<file path="src/hw/csrc_pkg.sv">
// Constants for the current source register bank
// Behaviour
// Control bit 16 picks event channel or software bit as output enable source.
// Control bit 14 disables bus mastering; block only monitors, own selection ignored.
// Control bit 13 holds off stop-mode entry until output is stable.
// Control bit 12 selects supply: 0 analog, 1 I/O; resets to 0.
// Bits 11:4 select channel 0x20+n, even on X, odd on Y; reset 0x00.
// Control bit 3 enables output only while event control is cleared.
// Control bit 2 enables minimum output transition mode; resets to 0. The code passes it on only while output enable is off.
// Control bit 1 set sinks current; cleared sources current.
// Current program bits 1:0 select range 0 to 3; reset 0.
// Duty config bit 1 disables duty cycling in stop mode; reset 0.
// Status bit 1 reads 1 while a requested bus is also requested elsewhere. The code sets it in master mode only, with control bit 14 clear.
// Flag register at 0x020 holds conflict flag at bit 1, read-only.
// Writing 1 to flag-set bits sets conflict or settled flag; 0 ignored.
// Writing 1 to flag-clear bits clears the flags; 0 ignored.
// With read-clear enabled, reading flag-clear returns and clears flags.
// Enable register at 0x02C: bit 1 conflict, bit 0 settled; reset 0.
// Request status bit 3 reads 1 while Y half-bus requested.
// Control bits 23:20 select event channel 0 to 11.
// Master mode conflict on driven channel sets conflict status and half-bus bit.
// Clearing output enable stops driving, listening and requesting the bus.
// Interrupt output high when any flag and its enable are both set.
// Hardware sets conflict flag on rising conflict, settled flag on settling.
`default_nettype none
package csrc_pkg;
   localparam logic [11:0] ADDR_CONTROL   = 12'h000;
   localparam logic [11:0] ADDR_CURPROG   = 12'h004;
   localparam logic [11:0] ADDR_DUTY      = 12'h00c;
   localparam logic [11:0] ADDR_STATUS    = 12'h018;
   localparam logic [11:0] ADDR_FLAGS     = 12'h020;
   localparam logic [11:0] ADDR_FLAG_SET  = 12'h024;
   localparam logic [11:0] ADDR_FLAG_CLR  = 12'h028;
   localparam logic [11:0] ADDR_IRQ_EN    = 12'h02c;
   localparam logic [11:0] ADDR_BUS_REQ   = 12'h034;
   localparam logic [11:0] ADDR_CONFLICT  = 12'h038;

   localparam int CTL_EN        = 0;
   localparam int CTL_SINK      = 1;
   localparam int CTL_MINTRANS  = 2;
   localparam int CTL_OUT_EN    = 3;
   localparam int CTL_SEL_LSB   = 4;
   localparam int CTL_SEL_MSB   = 11;
   localparam int CTL_SUPPLY    = 12;
   localparam int CTL_STOPDLY   = 13;
   localparam int CTL_MASTERDIS = 14;
   localparam int CTL_EVT_OE    = 16;
   localparam int CTL_CH_LSB    = 20;
   localparam int CTL_CH_MSB    = 23;
   localparam int RANGE_MSB     = 1;
   localparam int DUTY_STOPDIS  = 1;
   localparam int FLG_SETTLED   = 0;
   localparam int FLG_CONFLICT  = 1;
   localparam int REQ_X         = 2;
   localparam int REQ_Y         = 3;

   localparam logic [31:0] CTL_MASK   = 32'h00f1_7fff;
   localparam logic [31:0] RESET_ZERO = 32'h0000_0000;
   localparam logic [7:0]  SEL_BASE   = 8'h20;
   localparam logic [7:0]  SEL_LAST   = 8'h3f;
   localparam logic [3:0]  EVT_LAST   = 4'hb;
   localparam int          NUM_EVT    = 12;

   // Output settling time after enable or reprogramming
   localparam int SETTLE_NS     = 5000;
   localparam int CLK_PERIOD_NS = 10;
   localparam int SETTLE_CYC    = (SETTLE_NS + CLK_PERIOD_NS - 1) / CLK_PERIOD_NS;
   localparam logic [9:0] SETTLE_CNT = 10'(SETTLE_CYC);

   typedef enum logic [1:0] {
      CSRC_IDLE     = 2'b00,
      CSRC_SETTLING = 2'b01,
      CSRC_STABLE   = 2'b11
   } csrc_state_t;
endpackage
`default_nettype wire

</file>
<file path="src/hw/csrc_reg_bank.sv">
// Register bank and control of the current source, APB slave
//
// Design decision made here: the APB slave port.
`default_nettype none
module csrc_reg_bank (
   input  wire logic                  pclk,
   input  wire logic                  presetn,
   input  wire logic                  psel,
   input  wire logic                  penable,
   input  wire logic                  pwrite,
   input  wire logic [11:0]           paddr,
   input  wire logic [31:0]           pwdata,
   output logic      [31:0]           prdata,
   output logic                       pready,
   output logic                       pslverr,
   input  wire logic [csrc_pkg::NUM_EVT-1:0] event_channels,
   input  wire logic                  read_clear_enable,
   input  wire logic                  other_x_request,
   input  wire logic                  other_y_request,
   input  wire logic                  ext_master_x,
   input  wire logic                  ext_master_y,
   input  wire logic                  stop_request,
   output logic                       source_enable,
   output logic                       output_enable,
   output logic      [7:0]            output_channel_select,
   output logic                       x_halfbus_requested,
   output logic                       y_halfbus_requested,
   output logic                       bus_drive,
   output logic                       sink_select,
   output logic                       supply_select,
   output logic                       min_transition_enable,
   output logic      [1:0]            range_select,
   output logic                       stop_duty_cycle_disable,
   output logic                       stop_entry_hold,
   output logic                       current_settled,
   output logic                       irq
);
   import csrc_pkg::*;

   logic [31:0]  control;
   logic [1:0]   current_program;
   logic         duty_cfg;
   logic [1:0]   flags;
   logic [1:0]   irq_en;
   logic         conflict_status;
   logic [1:0]   halfbus_conflict;
   logic         conflict_prev;
   logic [9:0]   settle_cnt;
   csrc_state_t  state;
   logic         setup;
   logic         wr;
   logic         rd;
   logic         next_oe;
   logic         sel_valid;
   logic         sel_y;
   logic         req_x;
   logic         req_y;
   logic         cfl_x;
   logic         cfl_y;
   logic [1:0]   set_hw;
   logic [1:0]   set_sw;
   logic [1:0]   clr_sw;
   logic         mapped;
   logic [31:0]  next_rdata;

   // Every access answers in its first access cycle
   assign setup = psel && !penable;
   assign wr    = psel && penable && pwrite;
   assign rd    = psel && penable && !pwrite;

   always_comb begin
      next_oe = control[CTL_OUT_EN];
      if (control[CTL_EVT_OE]) begin
         next_oe = 1'b0;
         if (control[CTL_CH_MSB:CTL_CH_LSB] <= EVT_LAST) begin
            next_oe = event_channels[control[CTL_CH_MSB:CTL_CH_LSB]];
         end
      end
   end

   assign sel_valid = (control[CTL_SEL_MSB:CTL_SEL_LSB] >= SEL_BASE) &&
                      (control[CTL_SEL_MSB:CTL_SEL_LSB] <= SEL_LAST);
   assign sel_y     = control[CTL_SEL_LSB];
   // Slave mode follows the external master's selection, not our own
   assign req_x     = next_oe && (control[CTL_MASTERDIS] ? ext_master_x
                                                         : (sel_valid && !sel_y));
   assign req_y     = next_oe && (control[CTL_MASTERDIS] ? ext_master_y
                                                         : (sel_valid && sel_y));
   assign cfl_x     = req_x && other_x_request && !control[CTL_MASTERDIS];
   assign cfl_y     = req_y && other_y_request && !control[CTL_MASTERDIS];

   // Control register and its outputs
   always_ff @(posedge pclk or negedge presetn) begin
      if (!presetn) begin
         control         <= RESET_ZERO;
         current_program <= 2'h0;
         duty_cfg        <= 1'b0;
         irq_en          <= 2'h0;
      end else if (wr) begin
         case (paddr)
            ADDR_CONTROL: control         <= pwdata & CTL_MASK;
            ADDR_CURPROG: current_program <= pwdata[RANGE_MSB:0];
            ADDR_DUTY:    duty_cfg        <= pwdata[DUTY_STOPDIS];
            ADDR_IRQ_EN:  irq_en          <= pwdata[1:0];
            default: ;
         endcase
      end
   end

   always_ff @(posedge pclk or negedge presetn) begin
      if (!presetn) begin
         source_enable           <= 1'b0;
         output_enable           <= 1'b0;
         output_channel_select   <= 8'h00;
         x_halfbus_requested     <= 1'b0;
         y_halfbus_requested     <= 1'b0;
         bus_drive               <= 1'b0;
         sink_select             <= 1'b0;
         supply_select           <= 1'b0;
         min_transition_enable   <= 1'b0;
         range_select            <= 2'h0;
         stop_duty_cycle_disable <= 1'b0;
         conflict_status         <= 1'b0;
         halfbus_conflict        <= 2'h0;
      end else begin
         source_enable           <= control[CTL_EN];
         output_enable           <= next_oe;
         output_channel_select   <= control[CTL_SEL_MSB:CTL_SEL_LSB];
         x_halfbus_requested     <= req_x;
         y_halfbus_requested     <= req_y;
         bus_drive               <= next_oe && sel_valid &&
                                    !control[CTL_MASTERDIS];
         sink_select             <= control[CTL_SINK];
         supply_select           <= control[CTL_SUPPLY];
         min_transition_enable   <= control[CTL_MINTRANS] && !next_oe;
         range_select            <= current_program;
         stop_duty_cycle_disable <= duty_cfg;
         conflict_status         <= cfl_x || cfl_y;
         halfbus_conflict        <= {cfl_y, cfl_x};
      end
   end

   // Settling tracker for the output current
   always_ff @(posedge pclk or negedge presetn) begin
      if (!presetn) begin
         state      <= CSRC_IDLE;
         settle_cnt <= 10'h000;
      end else begin
         case (state)
            CSRC_IDLE: begin
               if (control[CTL_EN]) begin
                  state      <= CSRC_SETTLING;
                  settle_cnt <= SETTLE_CNT;
               end
            end
            CSRC_SETTLING: begin
               if (!control[CTL_EN]) begin
                  state <= CSRC_IDLE;
               end else if (settle_cnt == 10'h001) begin
                  state <= CSRC_STABLE;
               end else begin
                  settle_cnt <= settle_cnt - 10'h001;
               end
            end
            CSRC_STABLE: begin
               if (!control[CTL_EN]) begin
                  state <= CSRC_IDLE;
               end else if (wr && paddr == ADDR_CURPROG) begin
                  state      <= CSRC_SETTLING;
                  settle_cnt <= SETTLE_CNT;
               end
            end
            default: state <= CSRC_IDLE;
         endcase
      end
   end

   always_ff @(posedge pclk or negedge presetn) begin
      if (!presetn) begin
         current_settled <= 1'b0;
         stop_entry_hold <= 1'b0;
         conflict_prev   <= 1'b0;
      end else begin
         current_settled <= (state == CSRC_STABLE);
         stop_entry_hold <= control[CTL_STOPDLY] && stop_request &&
                            (state != CSRC_STABLE);
         conflict_prev   <= conflict_status;
      end
   end

   // Flags: hardware and software sets win over clears
   assign set_hw = {conflict_status && !conflict_prev,
                    state == CSRC_SETTLING && settle_cnt == 10'h001};
   assign set_sw = (wr && paddr == ADDR_FLAG_SET) ? pwdata[1:0] : 2'h0;
   always_comb begin
      clr_sw = 2'h0;
      if (wr && paddr == ADDR_FLAG_CLR) begin
         clr_sw = pwdata[1:0];
      end else if (rd && paddr == ADDR_FLAG_CLR && read_clear_enable) begin
         clr_sw = flags;
      end
   end

   always_ff @(posedge pclk or negedge presetn) begin
      if (!presetn) begin
         flags <= 2'h0;
      end else begin
         flags <= (flags & ~clr_sw) | set_sw | set_hw;
      end
   end

   always_ff @(posedge pclk or negedge presetn) begin
      if (!presetn) begin
         irq <= 1'b0;
      end else begin
         irq <= |(((flags & ~clr_sw) | set_sw | set_hw) & irq_en);
      end
   end

   // APB read path
   always_comb begin
      next_rdata = RESET_ZERO;
      mapped     = 1'b1;
      case (paddr)
         ADDR_CONTROL:  next_rdata = control;
         ADDR_CURPROG:  next_rdata[RANGE_MSB:0] = current_program;
         ADDR_DUTY:     next_rdata[DUTY_STOPDIS] = duty_cfg;
         ADDR_STATUS:   next_rdata[FLG_CONFLICT] = conflict_status;
         ADDR_FLAGS:    next_rdata[1:0] = flags;
         ADDR_FLAG_SET: next_rdata = RESET_ZERO;
         ADDR_FLAG_CLR: next_rdata[1:0] = read_clear_enable ? flags : 2'h0;
         ADDR_IRQ_EN:   next_rdata[1:0] = irq_en;
         ADDR_BUS_REQ: begin
            next_rdata[REQ_X] = x_halfbus_requested;
            next_rdata[REQ_Y] = y_halfbus_requested;
         end
         ADDR_CONFLICT: next_rdata[REQ_Y:REQ_X] = halfbus_conflict;
         default:       mapped = 1'b0;
      endcase
   end

   always_ff @(posedge pclk or negedge presetn) begin
      if (!presetn) begin
         prdata  <= RESET_ZERO;
         pready  <= 1'b0;
         pslverr <= 1'b0;
      end else begin
         pready  <= setup;
         pslverr <= setup && !mapped;
         prdata  <= (setup && !pwrite) ? next_rdata : RESET_ZERO;
      end
   end

   // Assertions
   property p_evt_oe;
      @(posedge pclk) disable iff (!presetn)
      control[CTL_EVT_OE] && control[CTL_CH_MSB:CTL_CH_LSB] <= EVT_LAST
         |=> output_enable == $past(event_channels[control[CTL_CH_MSB:CTL_CH_LSB]]);
   endproperty
   a_evt_oe: assert property (p_evt_oe) else $error("event oe mismatch");

   property p_sw_oe;
      @(posedge pclk) disable iff (!presetn)
      !control[CTL_EVT_OE] |=> output_enable == $past(control[CTL_OUT_EN]);
   endproperty
   a_sw_oe: assert property (p_sw_oe) else $error("software oe mismatch");

   property p_slave_nodrive;
      @(posedge pclk) disable iff (!presetn)
      control[CTL_MASTERDIS] |=> !bus_drive && !conflict_status;
   endproperty
   a_slave_nodrive: assert property (p_slave_nodrive) else $error("slave drives");

   property p_slave_req;
      @(posedge pclk) disable iff (!presetn)
      control[CTL_MASTERDIS] && next_oe
         |=> x_halfbus_requested == $past(ext_master_x) &&
             y_halfbus_requested == $past(ext_master_y);
   endproperty
   a_slave_req: assert property (p_slave_req) else $error("slave request mismatch");

   property p_oe_off;
      @(posedge pclk) disable iff (!presetn)
      !next_oe |=> !x_halfbus_requested && !y_halfbus_requested && !bus_drive;
   endproperty
   a_oe_off: assert property (p_oe_off) else $error("bus held when off");

   property p_conflict_flag;
      @(posedge pclk) disable iff (!presetn)
      $rose(conflict_status) |=> flags[FLG_CONFLICT];
   endproperty
   a_conflict_flag: assert property (p_conflict_flag) else $error("flag not set");

   property p_flag_set;
      @(posedge pclk) disable iff (!presetn)
      wr && paddr == ADDR_FLAG_SET && pwdata[FLG_SETTLED] |=> flags[FLG_SETTLED];
   endproperty
   a_flag_set: assert property (p_flag_set) else $error("w1s failed");

   property p_flag_clr;
      @(posedge pclk) disable iff (!presetn)
      wr && paddr == ADDR_FLAG_CLR && pwdata[FLG_CONFLICT] && !set_hw[FLG_CONFLICT]
         |=> !flags[FLG_CONFLICT];
   endproperty
   a_flag_clr: assert property (p_flag_clr) else $error("w1c failed");

   property p_irq;
      @(posedge pclk) disable iff (!presetn)
      ##1 irq == |($past(flags & ~clr_sw | set_sw | set_hw) & $past(irq_en));
   endproperty
   a_irq: assert property (p_irq) else $error("irq mismatch");

   property p_ready;
      @(posedge pclk) disable iff (!presetn)
      setup |=> pready ##1 !pready;
   endproperty
   a_ready: assert property (p_ready) else $error("pready timing"); // APB ready timing

   c_conflict: cover property (@(posedge pclk) disable iff (!presetn) $rose(conflict_status));
   c_settled:  cover property (@(posedge pclk) disable iff (!presetn) $rose(current_settled));
   c_rdclr:    cover property (@(posedge pclk) disable iff (!presetn)
                               rd && paddr == ADDR_FLAG_CLR && read_clear_enable && |flags);
endmodule // csrc_reg_bank
`default_nettype wire

</file>
<file path="config.mk">
export PLATFORM = sky130hd
export DESIGN_NAME = csrc_reg_bank
export DESIGN_NICKNAME = d
export VERILOG_FILES = /design/src/hw/csrc_pkg.sv /design/src/hw/csrc_reg_bank.sv
export SDC_FILE = /design/constraint.sdc
export NUM_CORES = 1
export LEC_CHECK = 0
export BUFFER_PORTS_ARGS = -buffer_cell sky130_fd_sc_hd__buf_4
export CAP_MARGIN = 20
export CORE_ASPECT_RATIO = 1.2
export CORE_MARGIN = 1.5
export CORE_UTILIZATION = 50
export DETAILED_ROUTE_END_ITERATION = 7
export PLACE_DENSITY = 0.79
export SYNTH_ARGS = -nofsm -noshare
export SYNTH_HDL_FRONTEND = slang
export SYNTH_SLANG_ARGS = --single-unit
</file>
<file path="constraint.sdc">
create_clock -name pclk -period 2.2 [get_ports pclk]
set_input_delay 0.22 -clock pclk [delete_from_list [all_inputs] [get_ports pclk]]
set_output_delay 0.22 -clock pclk [all_outputs]
set_load 0.01 [all_outputs]
</file>
# Word-level counts from Yosys, hierarchy flattened

Index checks and enable logic that the tools add are counted.

Bits in registers: 99
Latch bits: 0
RAM bits: 0
Bits in read-only memories: 0
Bits of input ports: 67
Output and inout bits: 56
Memories kept: 0

Add/subtract/negate cells: 1
Multiply operators: 0
Divide/modulo/power cells: 0
Order comparisons: 4
Equal/unequal tests: 20
Shifts and indexed selects: 0
Multiplexer cells: 28
Bitwise operators: 5
Reduce and logical (&&, ||, !) cells: 46

Operators with widths:

| operator                | count |
|---|---|
| $eq A12 B6 Y1 const B   | 6 |
| $mux W10                | 5 |
| $mux W32                | 1 |
| $pmux W10 S3            | 1 |
| $logic_and A1 B1 Y1     | 27 |
| $mux W20                | 1 |
| $mux W2                 | 9 |
| $eq A12 B3 Y1 const B   | 1 |
| $eq A12 B4 Y1 const B   | 1 |
| $eq A12 B5 Y1 const B   | 1 |
| $logic_not A12 Y1       | 1 |
| $ne A2 B2 Y1 const B    | 6 |
| $pmux W2 S3             | 2 |
| $eq A10 B1 Y1 const B   | 1 |
| $reduce_or A10 Y1       | 1 |
| $sub A10 B1 Y10 const B | 1 |
| $ge A8 B6 Y1 const B    | 1 |
| $le A8 B6 Y1 const B    | 1 |
| $reduce_and A2 Y1       | 4 |
| $logic_not A1 Y1        | 7 |
| $pmux W1 S7             | 1 |
| $mux W1                 | 6 |
| $ne A3 B3 Y1 const B    | 2 |
| $reduce_and A6 Y1       | 1 |
| 14 further kinds        | 16 |

# Logic depth before layout (Yosys ltp)

Gate-level depths: netlist of run 1.

Word-level depth: 12
Depth in mapped cells: 8
Gate-level depth less buffers: 7

# Least setup slack after synthesis of run 1

Ideal clock, no wire load.

Kind: reg2reg
Start point: register settle_cnt[1]
End point: register settle_cnt[8]
Setup time: 0.144 ns
Arrival time: 1.724 ns
Data required time: 2.056 ns
Slack: 0.331 ns
Cell stages (with the launch flop): 8
Path buffers: 0
Period minus slack after synthesis: 1.869 ns
Cell sequence: dfrtp_1 > inv_1 > ha_1 > or4b_1 > o41ai_2 > o31ai_4 > a21oi_1 > a41oi_1

Word-level cells in the longest chain between the ends: 4

Ends and longest elaborated chain:

| element                  | RTL line             | source |
|---|---|---|
| start: declaration       | csrc_reg_bank.sv:48  | `logic [9:0] settle_cnt;` |
| start signal: assignment | csrc_reg_bank.sv:162 | `settle_cnt <= settle_cnt - 10'h001;` |
| $sub A10 B1 Y10          | csrc_reg_bank.sv:162 |  |
| $mux W10                 | csrc_reg_bank.sv:159 | `end else if (settle_cnt == 10'h001) begin` |
| $mux W10                 | csrc_reg_bank.sv:157 | `if (!control[CTL_EN]) begin` |
| $pmux W10 S3             | csrc_reg_bank.sv:149 | `case (state)` |

Parallel ways exist; a longest one is shown, timed or not. The select of a mux whose other input is x is not followed.
A chain may end at the register's enable or synchronous reset.

# Final worst setup path of run 1

Same ends and word-level chain as after synthesis.

==> summary.txt, run 1 <==
Total chip power: 2.85 mW
F_max: 490 MHz
Area leader, netlist: dfrtp_1
Max FO, Critical Path: 10
Worst setup SP type: flop
# diodes: 0
Clk root buf: clkbuf_8
Initial core utilization: 52.6%
Post-route ant nets: 0
GRT Util Overall: 19.4%
Routability cong.: 0.917
Tightest Pin Transition: 574 ps
Most instantiated library cell after synthesis: dfrtp_1
Clock Skew: 10.6 ps
Reg2Reg Depth: 7
Drc violations: 0
Rows: 34
Power Density: 584 nW/um^2
Number of synthesized flops with an enable pin: 0
Hold buffers post-CTS: 1
Crit share post-route: 92.9%
Total Wirelength: 8.02 mm
Final net count: 489
DRT iter0 DRCs: 181
Die X: 83.3 um
Setup tns final: 0 ps
Avg Inst Size Synth: 12.4 sq um
Wirelength per Cell: 15.6 um
Vias in the first global route: 2739
First-pass GRT wire length: 12.8 mm
Initial antenna violation count: 0
Number of max-cap violations: 0
DP Wirelength: 5.93 mm
Bufs on Longest Clock Path: 2
Hold Crit Depth: 2
Cts bufs inserted: 9
Outcome: completed
CTS resizes: 0
Routed vias/inst: 5.43
DRT Pass-1 Iters: 4
Share of layout cells above drive strength 1: 38.6%
Register area share after synthesis: 56.2%
I/O Pins: 123
Routed via count: 2798
Hold WC Path Type: in2reg
Cell area after synthesis: 3870 sq um
Finished Layout Cells: 515
Max VDD drop: 0.367 mV
Number of synthesized register bits: 87
Distinct cell type count after synthesis: 53
Final hold violations: 0
Synth area leaders: dfrtp_1, mux2_4, and2_1, buf_4, mux2_2
Hold WS: 45.1 ps
Post-CTS Setup Inserts: 0
Clk sinks: 87
Clock insertion delay at the later pin of the skew report: 360 ps
Die ar.: 8280 sq um
CTS tree: yes
Post-synth top cells: dfrtp_1, and2_1, mux2_4
RSZ-0062 raised after global routing: false
Leak: 2.48 nW
Post-synth top area share: 56.2%
Async SR Flop Fraction: 100%
Area delta synth->final: 26.2%
CP arrival: 2270 ps
Core outline area: 7360 sq um
Clock-pin slew on the worst setup and hold paths: 90 ps
Top FF cell, synth: dfrtp_1
Cells after synthesis: 313
Post-Place Cells: 498
Chip Height: 99.4 um
Largest net degree at the start of global routing: 40
Crit end category: flop
Worst setup margin: 157 ps
Critical Path RT: 2430 ps
Warnings, synthesis: 0
Pre-CTS setup slack: 178 ps
Port Buf Inserts: 98
Level count of the clock H-tree: 3
Overflow after GRT: 0
Final critical-path required period: 2040 ps
Critical path type: reg2reg
Relative slew slack: 61.6%
Fin. max-slew vios: 0
Final setup viols: 0
final cells by class:
cell class | count | area (sq um)
clock buffer | 10 | 138
clock inverter | 6 | 52.6
fill | 578 | 2470
inverter | 9 | 33.8
multi-input combinational | 206 | 1550
sequential | 87 | 2180
tap | 90 | 113
timing repair buffer | 107 | 818
through the flow:
step | area [sq um] | utilization (%)
floorplan | 3910 | -
global placement | 4680 | 63.7
detailed placement | 4680 | 63.7
CTS | 4880 | 66.4
global route | 4880 | 66.4
finish | 4880 | 66.4
registers in the layout, indices dropped and copies added, names as in the netlist, 8 cells and up:
register and flops:
control 20, prdata 20, settle_cnt 10, output_channel_select 8
cell families (layout without fill, tap and decap cells):
logic type / after synthesis / in the layout / synth area share, %
buffers and inverters: 31 / 132 / 4.72
AOI/OAI and AO/OA: 48 / 48 / 8.44
DFF: 87 / 87 / 56.2
muxes: 33 / 33 / 12.0
and+or+nand+nor: 111 / 111 / 17.9
other: 1 / 12 / 0.0969
adders and majority gates: 2 / 2 / 0.646
cells in the final DEF (no fill, tap or decap), types with 4 or more instances in the layout:
cell type	instances
nor2b_1	9
mux2_2	7
a31oi_1	5
buf_4	105
or3_1	4
nand2b_1	6
a21oi_1	15
dfrtp_1	87
conb_1	12
nor3_1	7
and2_1	20
mux2_4	20
mux2i_1	4
nand3_1	6
nand2_1	18
clkbuf_8	10
inv_1	9
o21ai_0	8
nor2_1	14
worst max-delay path, stage by stage, from the launching register on:
cell	delay, ps
dfrtp_1	400
inv_1	100
ha_1	150
or4b_1	500
o41ai_2	330
o31ai_4	210
a21oi_1	170
a41oi_1	50
worst paths after layout:
path	start	slack, ps	end
max in group asynchronous	presetn	1160	range_select[1]
min in group asynchronous	presetn	360	source_enable
worst max-delay path	settle_cnt[1]	160	settle_cnt[8]
worst min-delay path	penable	50	pready
worst min register to register	duty_cfg	410	stop_duty_cycle_disable
worst max register to register	settle_cnt[1]	160	settle_cnt[8]
where the power goes:
part           switching, mW  leakage, nW  total (mW)  internal (mW)
logic                 0.0947         1.21       0.186         0.0912
registers            0.00561         1.18        1.61           1.60
clock network          0.598       0.0914        1.06          0.459
total                  0.699         2.48        2.85           2.15
metal layers:
metal	GRT usage, %	share of wire, %	vias up
met5	0	0	-
met4	6.41	1.4	0
met3	5.81	7.0	14
met2	32.7	51	97
met1	24.1	41	1390
li1	-	-	1297
Power figures use the tool's default switching activity.
==> run 2: changes to the inputs <==
Settings changed: CELL_PAD_IN_SITES_DETAIL_PLACEMENT set to 0, CELL_PAD_IN_SITES_GLOBAL_PLACEMENT set to 1, CORE_UTILIZATION 50 to 40, PLACE_DENSITY 0.79 to unset, PLACE_DENSITY_LB_ADDON set to 0.1.
==> run 2 against run 1 <==
Worst setup slack got worse by 2.3 ps. First-iteration DRC count fell by 41%. Global-route usage fell by 2.7 points. Final cell count rose by 6.0%. Non-clock buffer count fell by 1.
==> summary.txt, run 2 (synthesis results as in run 1) <==
Outcome: completed
Largest net degree at the start of global routing: 49
Total Wirelength: 8.12 mm
Leak: 2.52 nW
GRT Util Overall: 16.7%
Share of layout cells above drive strength 1: 38.3%
Hold WC Path Type: in2reg
Core outline area: 9470 sq um
Reg2Reg Depth: 7
Setup tns final: 0 ps
Setup crit end: settle_cnt[8]
Critical path type: reg2reg
Wirelength per Cell: 14.9 um
Initial core utilization: 40.9%
Tightest Pin Transition: 647 ps
Level count of the clock H-tree: 3
Final net count: 488
Fin. max-slew vios: 0
Die ar.: 10300 sq um
Clock Skew: 7.61 ps
Number of max-cap violations: 0
Max VDD drop: 0.376 mV
Critical Path RT: 2390 ps
Port Buf Inserts: 98
CTS tree: yes
CP arrival: 2240 ps
Clk sinks: 87
Largest registers: control: 20 flops, prdata: 20 flops, settle_cnt: 10 flops
Clock-pin slew on the worst setup and hold paths: 60 ps
Overflow after GRT: 0
RSZ-0062 raised after global routing: false
Register-to-Register Setup Slack: 150 ps
DRT iter0 DRCs: 106
Relative slew slack: 56.9%
Bufs on Longest Clock Path: 2
F_max: 489 MHz
Clk root buf: clkbuf_16
Worst setup margin: 155 ps
Final critical-path required period: 2050 ps
Crit end category: flop
Die X: 92.8 um
DP Wirelength: 5.76 mm
Area delta synth->final: 30.0%
Cts bufs inserted: 9
Clock insertion delay at the later pin of the skew report: 330 ps
Most frequent cells in the layout: buf_4, dfrtp_1, and2_1, mux2_4, nand2_1
Commonest non-fill, non-tap cell in the layout: buf_4
Max FO, Critical Path: 10
Drc violations: 0
# diodes: 0
DRT Pass-1 Iters: 4
First-pass GRT wire length: 13.3 mm
Chip Height: 111 um
Hold WS: 75.7 ps
R2r startpoint: settle_cnt[1]
Design Area, Final: 5030 sq um
I/O Pins: 123
Final hold violations: 0
Layout Utilization: 53.1%
Initial antenna violation count: 0
Pre-CTS setup slack: 141 ps
Routed via count: 2682
Worst setup SP type: flop
Rows: 39
Routability cong.: 0.796
Crit share post-route: 93.0%
Power Density: 640 nW/um^2
Routed vias/inst: 4.91
Worst setup path startpoint: settle_cnt[1]
Final setup viols: 0
Area post-placement: 4730 sq um
Vias in the first global route: 2736
Post-route ant nets: 0
FF-to-FF End: settle_cnt[8]
-- run 2: where the power goes --
group	switching (mW)	internal [mW]	total [mW]	leakage, nW
sequential	0.00572	1.61	1.61	1.18
combinational	0.0947	0.0924	0.187	1.21
clock	0.646	0.778	1.42	0.134
-- run 2: worst max-delay path, cell delays in order, from the launching register on --
cell and delay, ps:
dfrtp_1 390, inv_1 100, ha_1 150, or4b_1 520, o41ai_4 300, o31ai_4 210
a21oi_1 180, a41oi_1 60
-- run 2: timing repair --
| action | in CTS | in global routing |
|---|---|---|
| setup buffers | 0 | 0 |
| hold buffers | 1 | 0 |
| endpoints found under the setup margin | 0 | 1 |
| hold endpoints to repair | 46 | 0 |
| gates resized for setup | 0 | 1 |
-- run 2: routing by layer --
| layer | routed length [um] | GRT usage [%] | vias to the layer above |
|---|---|---|---|
| met5 | 0 | 0 | - |
| met2 | 3990 | 26.1 | 68 |
| met1 | 3520 | 21.7 | 1312 |
| met4 | 131 | 5.86 | 0 |
| met3 | 480 | 5.35 | 9 |
| li1 | - | - | 1293 |
-- run 2: worst min path at each step --
stage | startpoint | to | slack [ps] | depth (start not counted)
CTS | penable | pready | 70 | 2
global route | penable | pready | 80 | 2
global placement | presetn | settle_cnt[6] | 290 | 1
finish | penable | pready | 80 | 2
detailed placement | presetn | settle_cnt[6] | 300 | 1
floorplan | presetn | bus_drive | -80 | 0
-- run 2: per-stage QoR --
stage                     std cells  power [mW]
after floorplan                 324        1.71
after global placement          530        1.83
after detailed placement        530        1.83
after CTS                       546        3.26
after global routing            546        3.34
final                           546        3.22
-- run 2: layout make-up --
type                    instances  area [sq um]
fillers                       879          4440
flip-flops and latches         87          2180
multi-input cells             206          1560
repair buffers                106           823
clock buffers                   9           225
well taps                     123           154
clock inverters                 6          53.8
inverters                       9          33.8
